### config.mk
export PLATFORM = sky130hd
export DESIGN_NAME = abd_autobaud
export DESIGN_NICKNAME = d
export VERILOG_FILES = /design/src/design/abd_pkg.sv /design/src/design/abd_rx_sync.sv /design/src/design/abd_autobaud.sv
export SDC_FILE = /design/constraint.sdc
export NUM_CORES = 1
export LEC_CHECK = 0
export ABC_CLOCK_PERIOD_IN_PS = 1910
export BUFFER_PORTS_ARGS = -buffer_cell sky130_fd_sc_hd__buf_4
export CORE_AREA = 2 2 113 71
export DETAILED_ROUTE_END_ITERATION = 12
export DIE_AREA = 0 0 115 73
export MAX_ROUTING_LAYER = met4
export PLACE_DENSITY = 0.66
export SYNTH_ARGS = -nofsm -noshare
export SYNTH_HDL_FRONTEND = slang
export SYNTH_SLANG_ARGS = --single-unit
export TNS_END_PERCENT = 10
### constraint.sdc
create_clock -name CLK -period 1.91 [get_ports CLK]
set_input_delay 0.2865 -clock CLK [delete_from_list [all_inputs] [get_ports CLK]]
set_output_delay 0.2865 -clock CLK [all_outputs]
set_load 0.005 [all_outputs]
### src/design/abd_pkg.sv
package abd_pkg;

    // Register offsets on the plain register port.
    localparam logic [2:0] ABD_OFF_CTRL     = 3'h0;
    localparam logic [2:0] ABD_OFF_DIV_LO   = 3'h1;
    localparam logic [2:0] ABD_OFF_DIV_HI   = 3'h2;
    localparam logic [2:0] ABD_OFF_RXBUF    = 3'h3;
    localparam logic [2:0] ABD_OFF_STATUS   = 3'h4;
    localparam logic [2:0] ABD_OFF_INT_STAT = 3'h5;
    localparam logic [2:0] ABD_OFF_INT_CLR  = 3'h6;
    localparam logic [2:0] ABD_OFF_INT_EN   = 3'h7;

    // Field positions in the baud control register.
    localparam int ABD_CTRL_EN_BIT   = 0;
    localparam int ABD_CTRL_OVF_BIT  = 1;
    localparam int ABD_CTRL_WIDE_BIT = 3;
    localparam int ABD_CTRL_HS_BIT   = 4;

    // Field positions in the status register.
    localparam int ABD_STAT_RXIF_BIT = 0;
    localparam int ABD_STAT_BUSY_BIT = 1;

    // Interrupt event bits: calibration done, counter overflow.
    localparam int ABD_EV_DONE_BIT = 0;
    localparam int ABD_EV_OVF_BIT  = 1;

    // Values after reset.
    localparam logic [15:0] ABD_DIV_RST      = 16'h0000;
    localparam logic [7:0]  ABD_BYTE_RST     = 8'h00;
    localparam logic [1:0]  ABD_EV_RST       = 2'h0;
    localparam logic [8:0]  ABD_PRESC_RST    = 9'h000;
    localparam logic [2:0]  ABD_EDGES_RST    = 3'h0;

    // Counter start value, the rising-edge count after which the next rise ends a
    // measurement, and the largest value of the 16-bit counter.
    localparam logic [15:0] ABD_COUNT_START  = 16'h0001;
    localparam logic [2:0]  ABD_LAST_EDGE    = 3'h4;
    localparam logic [15:0] ABD_COUNT_MAX    = 16'hFFFF;

    // Auto-baud clock terminal counts: system clock divided by 32, 128, 512.
    localparam logic [8:0]  ABD_DIV32_TC     = 9'h01F;
    localparam logic [8:0]  ABD_DIV128_TC    = 9'h07F;
    localparam logic [8:0]  ABD_DIV512_TC    = 9'h1FF;

    // Measurement sequence states, one-hot.
    typedef enum logic [3:0] {
        ABD_IDLE      = 4'h1,
        ABD_WAIT_FALL = 4'h2,
        ABD_WAIT_RISE = 4'h4,
        ABD_COUNT     = 4'h8
    } abd_state_t;

    // Receive line as seen after synchronisation.
    typedef struct packed {
        logic level;
        logic rise;
        logic fall;
    } abd_edge_t;

    // State of the synchroniser.
    typedef struct packed {
        logic s1;
        logic s2;
        logic s3;
    } abd_sync_t;

    // State of the calibration core.
    typedef struct packed {
        abd_state_t  st;
        logic [2:0]  edges;
        logic [8:0]  presc;
        logic [15:0] div;
        logic        en;
        logic        ovf;
        logic        wide;
        logic        hs;
        logic        rxif;
        logic [1:0]  int_stat;
        logic [1:0]  int_en;
        logic [7:0]  rdata;
        logic        irq;
        logic        hold;
    } abd_core_t;

endpackage

### src/design/abd_rx_sync.sv
`timescale 1ns/1ps
module abd_rx_sync
    import abd_pkg::*;
(
    input  wire logic      clk,
    input  wire logic      rst,
    input  wire logic      rx_in,
    output abd_edge_t      edges
);

    abd_sync_t q_r;
    abd_sync_t q_nxt;

    // Two flops take the pin into the clock domain; the third only
    // remembers the previous clean level, so the first flop feeds nothing else.
    always_comb begin
        q_nxt    = q_r;
        q_nxt.s1 = rx_in;
        q_nxt.s2 = q_r.s1;
        q_nxt.s3 = q_r.s2;
    end

    // The idle serial line is high, so the chain resets high.
    always_ff @(posedge clk or posedge rst) begin
        if (rst) begin
            q_r <= '{s1: 1'b1, s2: 1'b1, s3: 1'b1};
        end else begin
            q_r <= q_nxt;
        end
    end

    // Single-cycle edge pulses from the clean level.
    assign edges.level = q_r.s2;
    assign edges.rise  = q_r.s2 & ~q_r.s3;
    assign edges.fall  = ~q_r.s2 & q_r.s3;

endmodule // abd_rx_sync

### src/design/abd_autobaud.sv
//
// Contract
// - Setting enable starts calibration on receive line.
// - Receiver held idle during calibration.
// - Count starts at first rise after start.
// - Fifth rising edge ends the measurement.
// - Keep count, clear enable, set receive flag.
// - Reading receive buffer clears the flag.
// - Divisor pair counts as one 16-bit counter.
// - Counter advances at one eighth base clock.
// - Counter clock chosen by wide and speed bits.
// - Dividers 32, 128, 128, 512 of system clock.
// - Overflow sets flag, counting continues to end.
// - Overflow clear refused while enable still set.
// - Counter starts at one; software subtracts one.
//
// Chosen here: the address-and-strobe port and the address map.
`timescale 1ns/1ps
module abd_autobaud
    import abd_pkg::*;
(
    input  wire logic        CLK,
    input  wire logic        RST,
    input  wire logic        RX_LINE,
    input  wire logic [2:0]  ADDR,
    input  wire logic [7:0]  WDATA,
    input  wire logic        WR,
    input  wire logic        RD,
    output      logic [7:0]  RDATA,
    output      logic        IRQ,
    output      logic        RX_HOLD_IDLE,
    output      logic        RX_FLAG,
    output      logic [15:0] BAUD_DIVISOR,
    output      logic        WIDE_DIVISOR_SELECT,
    output      logic        HIGH_SPEED_SELECT
);

    ////////////////////////////////////////////////////////////////////////////////
    // Helpers.

    // Terminal count of the auto-baud prescaler for the selected mode.
    // The base clock is divided by eight more, so the count is the bit time.
    function automatic logic [8:0] abd_presc_tc(input logic wide, input logic hs);
        logic [8:0] tc;
        tc = ABD_DIV128_TC;
        if (wide && hs) begin
            tc = ABD_DIV32_TC;
        end else if (!wide && !hs) begin
            tc = ABD_DIV512_TC;
        end
        return tc;
    endfunction

    // Packs the baud control register.
    function automatic logic [7:0] abd_ctrl_byte(input abd_core_t s);
        logic [7:0] b;
        b                    = ABD_BYTE_RST;
        b[ABD_CTRL_EN_BIT]   = s.en;
        b[ABD_CTRL_OVF_BIT]  = s.ovf;
        b[ABD_CTRL_WIDE_BIT] = s.wide;
        b[ABD_CTRL_HS_BIT]   = s.hs;
        return b;
    endfunction

    ////////////////////////////////////////////////////////////////////////////////
    // Receive line conditioning.

    abd_edge_t rx_e;

    abd_rx_sync u_sync (
        .clk   (CLK),
        .rst   (RST),
        .rx_in (RX_LINE),
        .edges (rx_e)
    );

    ////////////////////////////////////////////////////////////////////////////////
    // Core state.

    abd_core_t s_r;
    abd_core_t s_nxt;

    logic       wr_ctrl;
    logic       wr_lo;
    logic       wr_hi;
    logic       wr_iclr;
    logic       wr_ien;
    logic       rd_buf;
    logic       tick;
    logic       done;
    logic       ovf_set;
    logic       ovf_clr;
    logic [1:0] ev_set;
    logic [7:0] rd_val;

    // Address decode of the register port.
    always_comb begin
        wr_ctrl = 1'b0;
        wr_lo   = 1'b0;
        wr_hi   = 1'b0;
        wr_iclr = 1'b0;
        wr_ien  = 1'b0;
        rd_buf  = 1'b0;
        if (WR && ADDR == ABD_OFF_CTRL) begin
            wr_ctrl = 1'b1;
        end else if (WR && ADDR == ABD_OFF_DIV_LO) begin
            wr_lo = 1'b1;
        end else if (WR && ADDR == ABD_OFF_DIV_HI) begin
            wr_hi = 1'b1;
        end else if (WR && ADDR == ABD_OFF_INT_CLR) begin
            wr_iclr = 1'b1;
        end else if (WR && ADDR == ABD_OFF_INT_EN) begin
            wr_ien = 1'b1;
        end else if (RD && ADDR == ABD_OFF_RXBUF) begin
            rd_buf = 1'b1;
        end
    end

    // Read mux; unmapped and write-only offsets read as zero. The receive
    // buffer has no data path here and answers zero, which software discards.
    always_comb begin
        rd_val = ABD_BYTE_RST;
        if (ADDR == ABD_OFF_CTRL) begin
            rd_val = abd_ctrl_byte(s_r);
        end else if (ADDR == ABD_OFF_DIV_LO) begin
            rd_val = s_r.div[7:0];
        end else if (ADDR == ABD_OFF_DIV_HI) begin
            rd_val = s_r.div[15:8];
        end else if (ADDR == ABD_OFF_STATUS) begin
            rd_val[ABD_STAT_RXIF_BIT] = s_r.rxif;
            rd_val[ABD_STAT_BUSY_BIT] = s_r.st != ABD_IDLE;
        end else if (ADDR == ABD_OFF_INT_STAT) begin
            rd_val[1:0] = s_r.int_stat;
        end else if (ADDR == ABD_OFF_INT_EN) begin
            rd_val[1:0] = s_r.int_en;
        end
    end

    // Measurement events of this cycle.
    always_comb begin
        tick    = (s_r.st == ABD_COUNT) && (s_r.presc == abd_presc_tc(s_r.wide, s_r.hs));
        done    = (s_r.st == ABD_COUNT) && rx_e.rise && (s_r.edges == ABD_LAST_EDGE);
        ovf_set = tick && (s_r.div == ABD_COUNT_MAX);
        // An overflow clear only counts once enable is already low.
        ovf_clr = wr_ctrl && !WDATA[ABD_CTRL_OVF_BIT] && !s_r.en;
        ev_set  = ABD_EV_RST;
        ev_set[ABD_EV_DONE_BIT] = done;
        ev_set[ABD_EV_OVF_BIT]  = ovf_set;
    end

    // Next state: measurement first, then software, with hardware sets
    // winning over any clear that lands in the same cycle.
    always_comb begin
        s_nxt = s_r;

        // Measurement sequence.
        case (s_r.st)
            ABD_IDLE: begin
                s_nxt.presc = ABD_PRESC_RST;
                s_nxt.edges = ABD_EDGES_RST;
            end
            ABD_WAIT_FALL: begin
                if (rx_e.fall) begin
                    s_nxt.st = ABD_WAIT_RISE;
                end
            end
            ABD_WAIT_RISE: begin
                // The end of the start bit opens the count at one.
                if (rx_e.rise) begin
                    s_nxt.st    = ABD_COUNT;
                    s_nxt.div   = ABD_COUNT_START;
                    s_nxt.presc = ABD_PRESC_RST;
                    s_nxt.edges = 3'(s_r.edges + 3'h1);
                end
            end
            ABD_COUNT: begin
                // Prescaler gives the 1/8 base-clock enable for the counter.
                if (tick) begin
                    s_nxt.presc = ABD_PRESC_RST;
                    s_nxt.div   = 16'(s_r.div + 16'h0001);
                end else begin
                    s_nxt.presc = 9'(s_r.presc + 9'h001);
                end
                if (rx_e.rise) begin
                    s_nxt.edges = 3'(s_r.edges + 3'h1);
                end
                // Fifth rising edge: leave the count, drop enable, flag it.
                if (done) begin
                    s_nxt.st = ABD_IDLE;
                    s_nxt.en = 1'b0;
                end
            end
            default: begin
                s_nxt.st = ABD_IDLE;
            end
        endcase

        // Baud control writes. Clearing enable aborts a running measurement.
        if (wr_ctrl) begin
            s_nxt.wide = WDATA[ABD_CTRL_WIDE_BIT];
            s_nxt.hs   = WDATA[ABD_CTRL_HS_BIT];
            if (WDATA[ABD_CTRL_EN_BIT] && !s_r.en) begin
                s_nxt.en    = 1'b1;
                s_nxt.st    = ABD_WAIT_FALL;
                s_nxt.edges = ABD_EDGES_RST;
            end else if (!WDATA[ABD_CTRL_EN_BIT]) begin
                s_nxt.en = 1'b0;
                s_nxt.st = ABD_IDLE;
            end
        end

        // Divisor writes only land while the sequence is idle, since
        // the measurement owns the pair from enable until completion or abort.
        if (wr_lo && s_r.st == ABD_IDLE) begin
            s_nxt.div[7:0] = WDATA;
        end
        if (wr_hi && s_r.st == ABD_IDLE) begin
            s_nxt.div[15:8] = WDATA;
        end

        // Overflow flag: set wins over a permitted clear.
        s_nxt.ovf = (s_r.ovf && !ovf_clr) || ovf_set;

        // Receive flag: cleared by a buffer read, but a completion wins.
        s_nxt.rxif = (s_r.rxif && !rd_buf) || done;

        // Sticky interrupt status, write-one-to-clear, set wins.
        if (wr_iclr) begin
            s_nxt.int_stat = s_r.int_stat & ~WDATA[1:0];
        end
        s_nxt.int_stat = s_nxt.int_stat | ev_set;
        if (wr_ien) begin
            s_nxt.int_en = WDATA[1:0];
        end

        // Registered outputs.
        s_nxt.irq   = |(s_nxt.int_stat & s_nxt.int_en);
        s_nxt.hold  = s_nxt.en;
        s_nxt.rdata = RD ? rd_val : ABD_BYTE_RST;
    end

    // Single state register.
    always_ff @(posedge CLK or posedge RST) begin
        if (RST) begin
            s_r <= '{st:       ABD_IDLE,
                     edges:    ABD_EDGES_RST,
                     presc:    ABD_PRESC_RST,
                     div:      ABD_DIV_RST,
                     int_stat: ABD_EV_RST,
                     int_en:   ABD_EV_RST,
                     rdata:    ABD_BYTE_RST,
                     default:  1'b0};
        end else begin
            s_r <= s_nxt;
        end
    end

    ////////////////////////////////////////////////////////////////////////////////
    // Outputs, all straight from the state register.

    assign RDATA               = s_r.rdata;
    assign IRQ                 = s_r.irq;
    assign RX_HOLD_IDLE        = s_r.hold;
    assign RX_FLAG             = s_r.rxif;
    assign BAUD_DIVISOR        = s_r.div;
    assign WIDE_DIVISOR_SELECT = s_r.wide;
    assign HIGH_SPEED_SELECT   = s_r.hs;

endmodule // abd_autobaud

==> key figures <==
STA
  – Final worst-path cycle share: 1.02
  – Final setup TNS: -0.153 ns
  – Max-slew violations: 0
  – Fmax: 0.515 GHz
  – Final hold violation count: 0
  – Final worst slack: -0.0333 ns
  – Worst slew margin: 0.643
  – Final Critical Period: 1.94 ns
  – Setup violators final: 10
  – Clock skew: 0.00918 ns
  – RSZ-0062 raised after global routing: yes
  – Worst-margin pin slew: 0.534 ns

Run status
  – Status: finished with violations
  – Failing checks: negative setup slack

Final layout
  – Ant diodes: 0
  – Fraction of layout cells with a size suffix above 1: 0.342
  – Non-filler cells, final: 512
  – Final design area excluding fillers: 0.00411 mm2
  – Post-layout util: 0.547
  – Nets: 437
  – Commonest non-fill, non-tap cell in the layout: buf_4
  – Commonest non-fill, non-tap cells in the layout: 97 x buf_4, 49 x dfrtp_1, 34 x nor2_1, 18 x nand2_1, 18 x nand3_1
  – Synth-to-Final Area Change: 27.9%

Synthesis
  – Sequential share of the synthesized area: 0.415
  – Post-synth top area share: 0.382
  – Syn Nets: 366
  – Number of synthesized flops with an enable pin: 0
  – Synth Warn #: 0
  – Cells after Synth: 346
  – Avg Synthesized Cell Area: 9.28 um2
  – #FFs+latches synth: 53
  – Ys async rst share: 1.00
  – Yosys cell types: 60
  – Syn Std Cell Area: 0.00321 mm2
  – Largest cells by area after synthesis: dfrtp_1 38%, buf_4 6.1%, nor2_1 4.0%, dfstp_2 3.3%, nand3_1 2.8%
  – Main synth FF type: dfrtp_1
  – Yosys top cell by area: dfrtp_1

Floorplan
  – Placeable Area: 0.00751 mm2
  – Die height: 73 um
  – Core Rows: 25
  – Die area: 0.00840 mm2
  – I/O pins: 45
  – Die Width: 115 um
  – Initial Util: 0.428

Place
  – Global placer's final weighted congestion: 0.892
  – Place WS: -0.0991 ns
  – Port bufs: 44
  – Placed Area: 0.00381 mm2
  – DPL Wire Length: 6540 um
  – Inst Count DP: 496

Global route
  – Total Routing Usage GR: 0.228
  – Largest net degree at the start of global routing: 27
  – Vias in the first global route: 2850
  – Initial antenna violation count: 0
  – Total grt overflow: 0
  – First-pass GRT wire length: 14300 um

Power
  – Int Pwr: 2.51 mW
  – Maximum VDD drop: 0.471 mV
  – Comb pwr share: 0.356
  – Power Density: 937 mW/mm2
  – Reg power frac: 0.399
  – Switching power: 1.33 mW
  – Leakage power: 1.88 nW
  – Clock power frac: 0.245
  – Switching Fraction: 0.346

Setup path
  – CP Class: reg -> reg
  – Max FO, Critical Path: 6
  – Startpoint types: register
  – Arrival @ worst endpoint: 2.18 ns
  – CP max stage delay: 0.56 ns
  – CP Cell Sequence: or4_4, a211o_4, buf_4, o31ai_2, a21o_1
  – Worst Path Required: 2.15 ns
  – Crit-path slowest cell: or4_4
  – Critical path endpoint category: register

Clocking
  – Clock Tree Buf Depth: 2
  – Clock Pin Slew Worst Setup and Hold Paths: 0.08 ns
  – Clock Latency Late Sink: 0.30 ns
  – Root Driver: clkbuf_16
  – CTS HTree Levels: 2
  – CTS tree: done
  – Total CTS buffers: 5
  – CTS Sinks: 53

Route
  – DR pass1 iterations: 5
  – Drt via density: 5.79
  – WL/cell: 17.4 um
  – Via count: 2965
  – DRT Wirelength: 8890 um
  – DRC: 0
  – ANT nets after route: 0
  – Initial drt markers: 249

Flow run
  – Max-cap viol count: 0

Worst hold path
  – Worst Hold Class: in -> reg
-- power groups by stage --
| stage | Clock, mW | Sequential [mW] | Combinational (mW) |
|---|---|---|---|
| after detailed placement | 0 | 1.54 | 1.32 |
| after floorplan | 0 | 1.59 | 0.730 |
| after global routing | 1.00 | 1.56 | 1.50 |
| final | 0.941 | 1.54 | 1.37 |
| after global placement | 0 | 1.53 | 1.30 |
| after CTS | 0.968 | 1.53 | 1.35 |
-- state kept, by name (all words and copies together), names as in the netlist --
register and cells:
HIGH_SPEED_SELECT 1, BAUD_DIVISOR 16, u_sync.edges 1, WIDE_DIVISOR_SELECT 1, RDATA 8, u_sync.q_r 1
RX_HOLD_IDLE 1, RX_FLAG 1, IRQ 1, u_sync.q_nxt 1, s_r 21
-- worst max-delay path, delay by kind of cell (launching register included) --
family / cells / cell delay [ns]
AOI/OAI and AO/OA: 3 / 0.77
and+or+nand+nor: 1 / 0.56
DFF: 1 / 0.38
buffers and inverters: 1 / 0.18
-- synthesized netlist by cell type (5+ instances only) --
cell type and number:
nor4_1 6, a22oi_1 8, a32oi_1 5, and3_1 9, nand4_1 9, clkbuf_1 5
o31ai_1 7, nor2b_1 8, a21o_1 6, a221o_1 6, mux2i_1 7, mux2_2 5
nor2_1 34, nand3_1 18, buf_4 26, dfrtp_1 49, o21ai_0 17, inv_1 12
nand2_1 19, a21oi_1 12, nor3_1 8
-- metrics by stage --
stage	power (mW)	hold WS, ns
after floorplan	2.31	0.291
after global placement	2.83	0.208
after detailed placement	2.86	0.213
after CTS	3.84	0.0867
after global routing	4.06	0.0870
final	3.85	0.0950
-- worst paths after layout --
check,start,to,slack (ns),cells past startpoint
setup / recovery,s_r[41]$_DFFE_PP0P_,BAUD_DIVISOR[5]$_DFFE_PP0P_,-0.03,5
setup reg to reg,s_r[41]$_DFFE_PP0P_,BAUD_DIVISOR[5]$_DFFE_PP0P_,-0.03,5
hold reg to reg,u_sync.q_nxt[1]$_DFF_PP1_,u_sync.edges[2]$_DFF_PP1_,0.36,0
hold / removal,RX_LINE,u_sync.q_nxt[1]$_DFF_PP1_,0.1,1
min in group asynchronous,RST,s_r[45]$_DFF_PP0_,0.45,3
max in group asynchronous,RST,s_r[49]$_DFF_PP0_,0.93,4
-- cells by family (layout without fill, tap and decap cells) --
group,count (synthesis),in the layout,synth area share
and+or+nand+nor,131,131,0.217
AOI/OAI and AO/OA,95,95,0.219
DFF,53,53,0.415
buffers and inverters,49,121,0.0885
muxes,12,12,0.0394
adders and majority gates,4,4,0.0156
xor gates and xnor gates,2,2,0.00546
-- per-layer routing --
| metal | share of wire | track usage |
|---|---|---|
| met1 | 0.48 | 0.307 |
| met4 | 0.012 | 0.0643 |
| met5 | 0 | - |
| met3 | 0.060 | 0.0532 |
| met2 | 0.45 | 0.348 |
-- timing repair --
item,CTS,global route
resized for setup,14,5
pin swaps,5,4
hold endpoints to repair,3,0
setup buffers,1,7
hold buffers,1,0
endpoints found under the setup margin,13,21
-- area by class of cell --
type                            count  area (um2)
Fill cell                         687        3400
Multi-Input combinational cell    244        1680
Sequential cell                    53        1330
Timing Repair Buffer              101         781
Clock buffer                        5         125
Tap cell                           94         118
Inverter                           12        45.0
Clock inverter                      3        25.0
No activity file was read; power rests on OpenSTA's default activity.
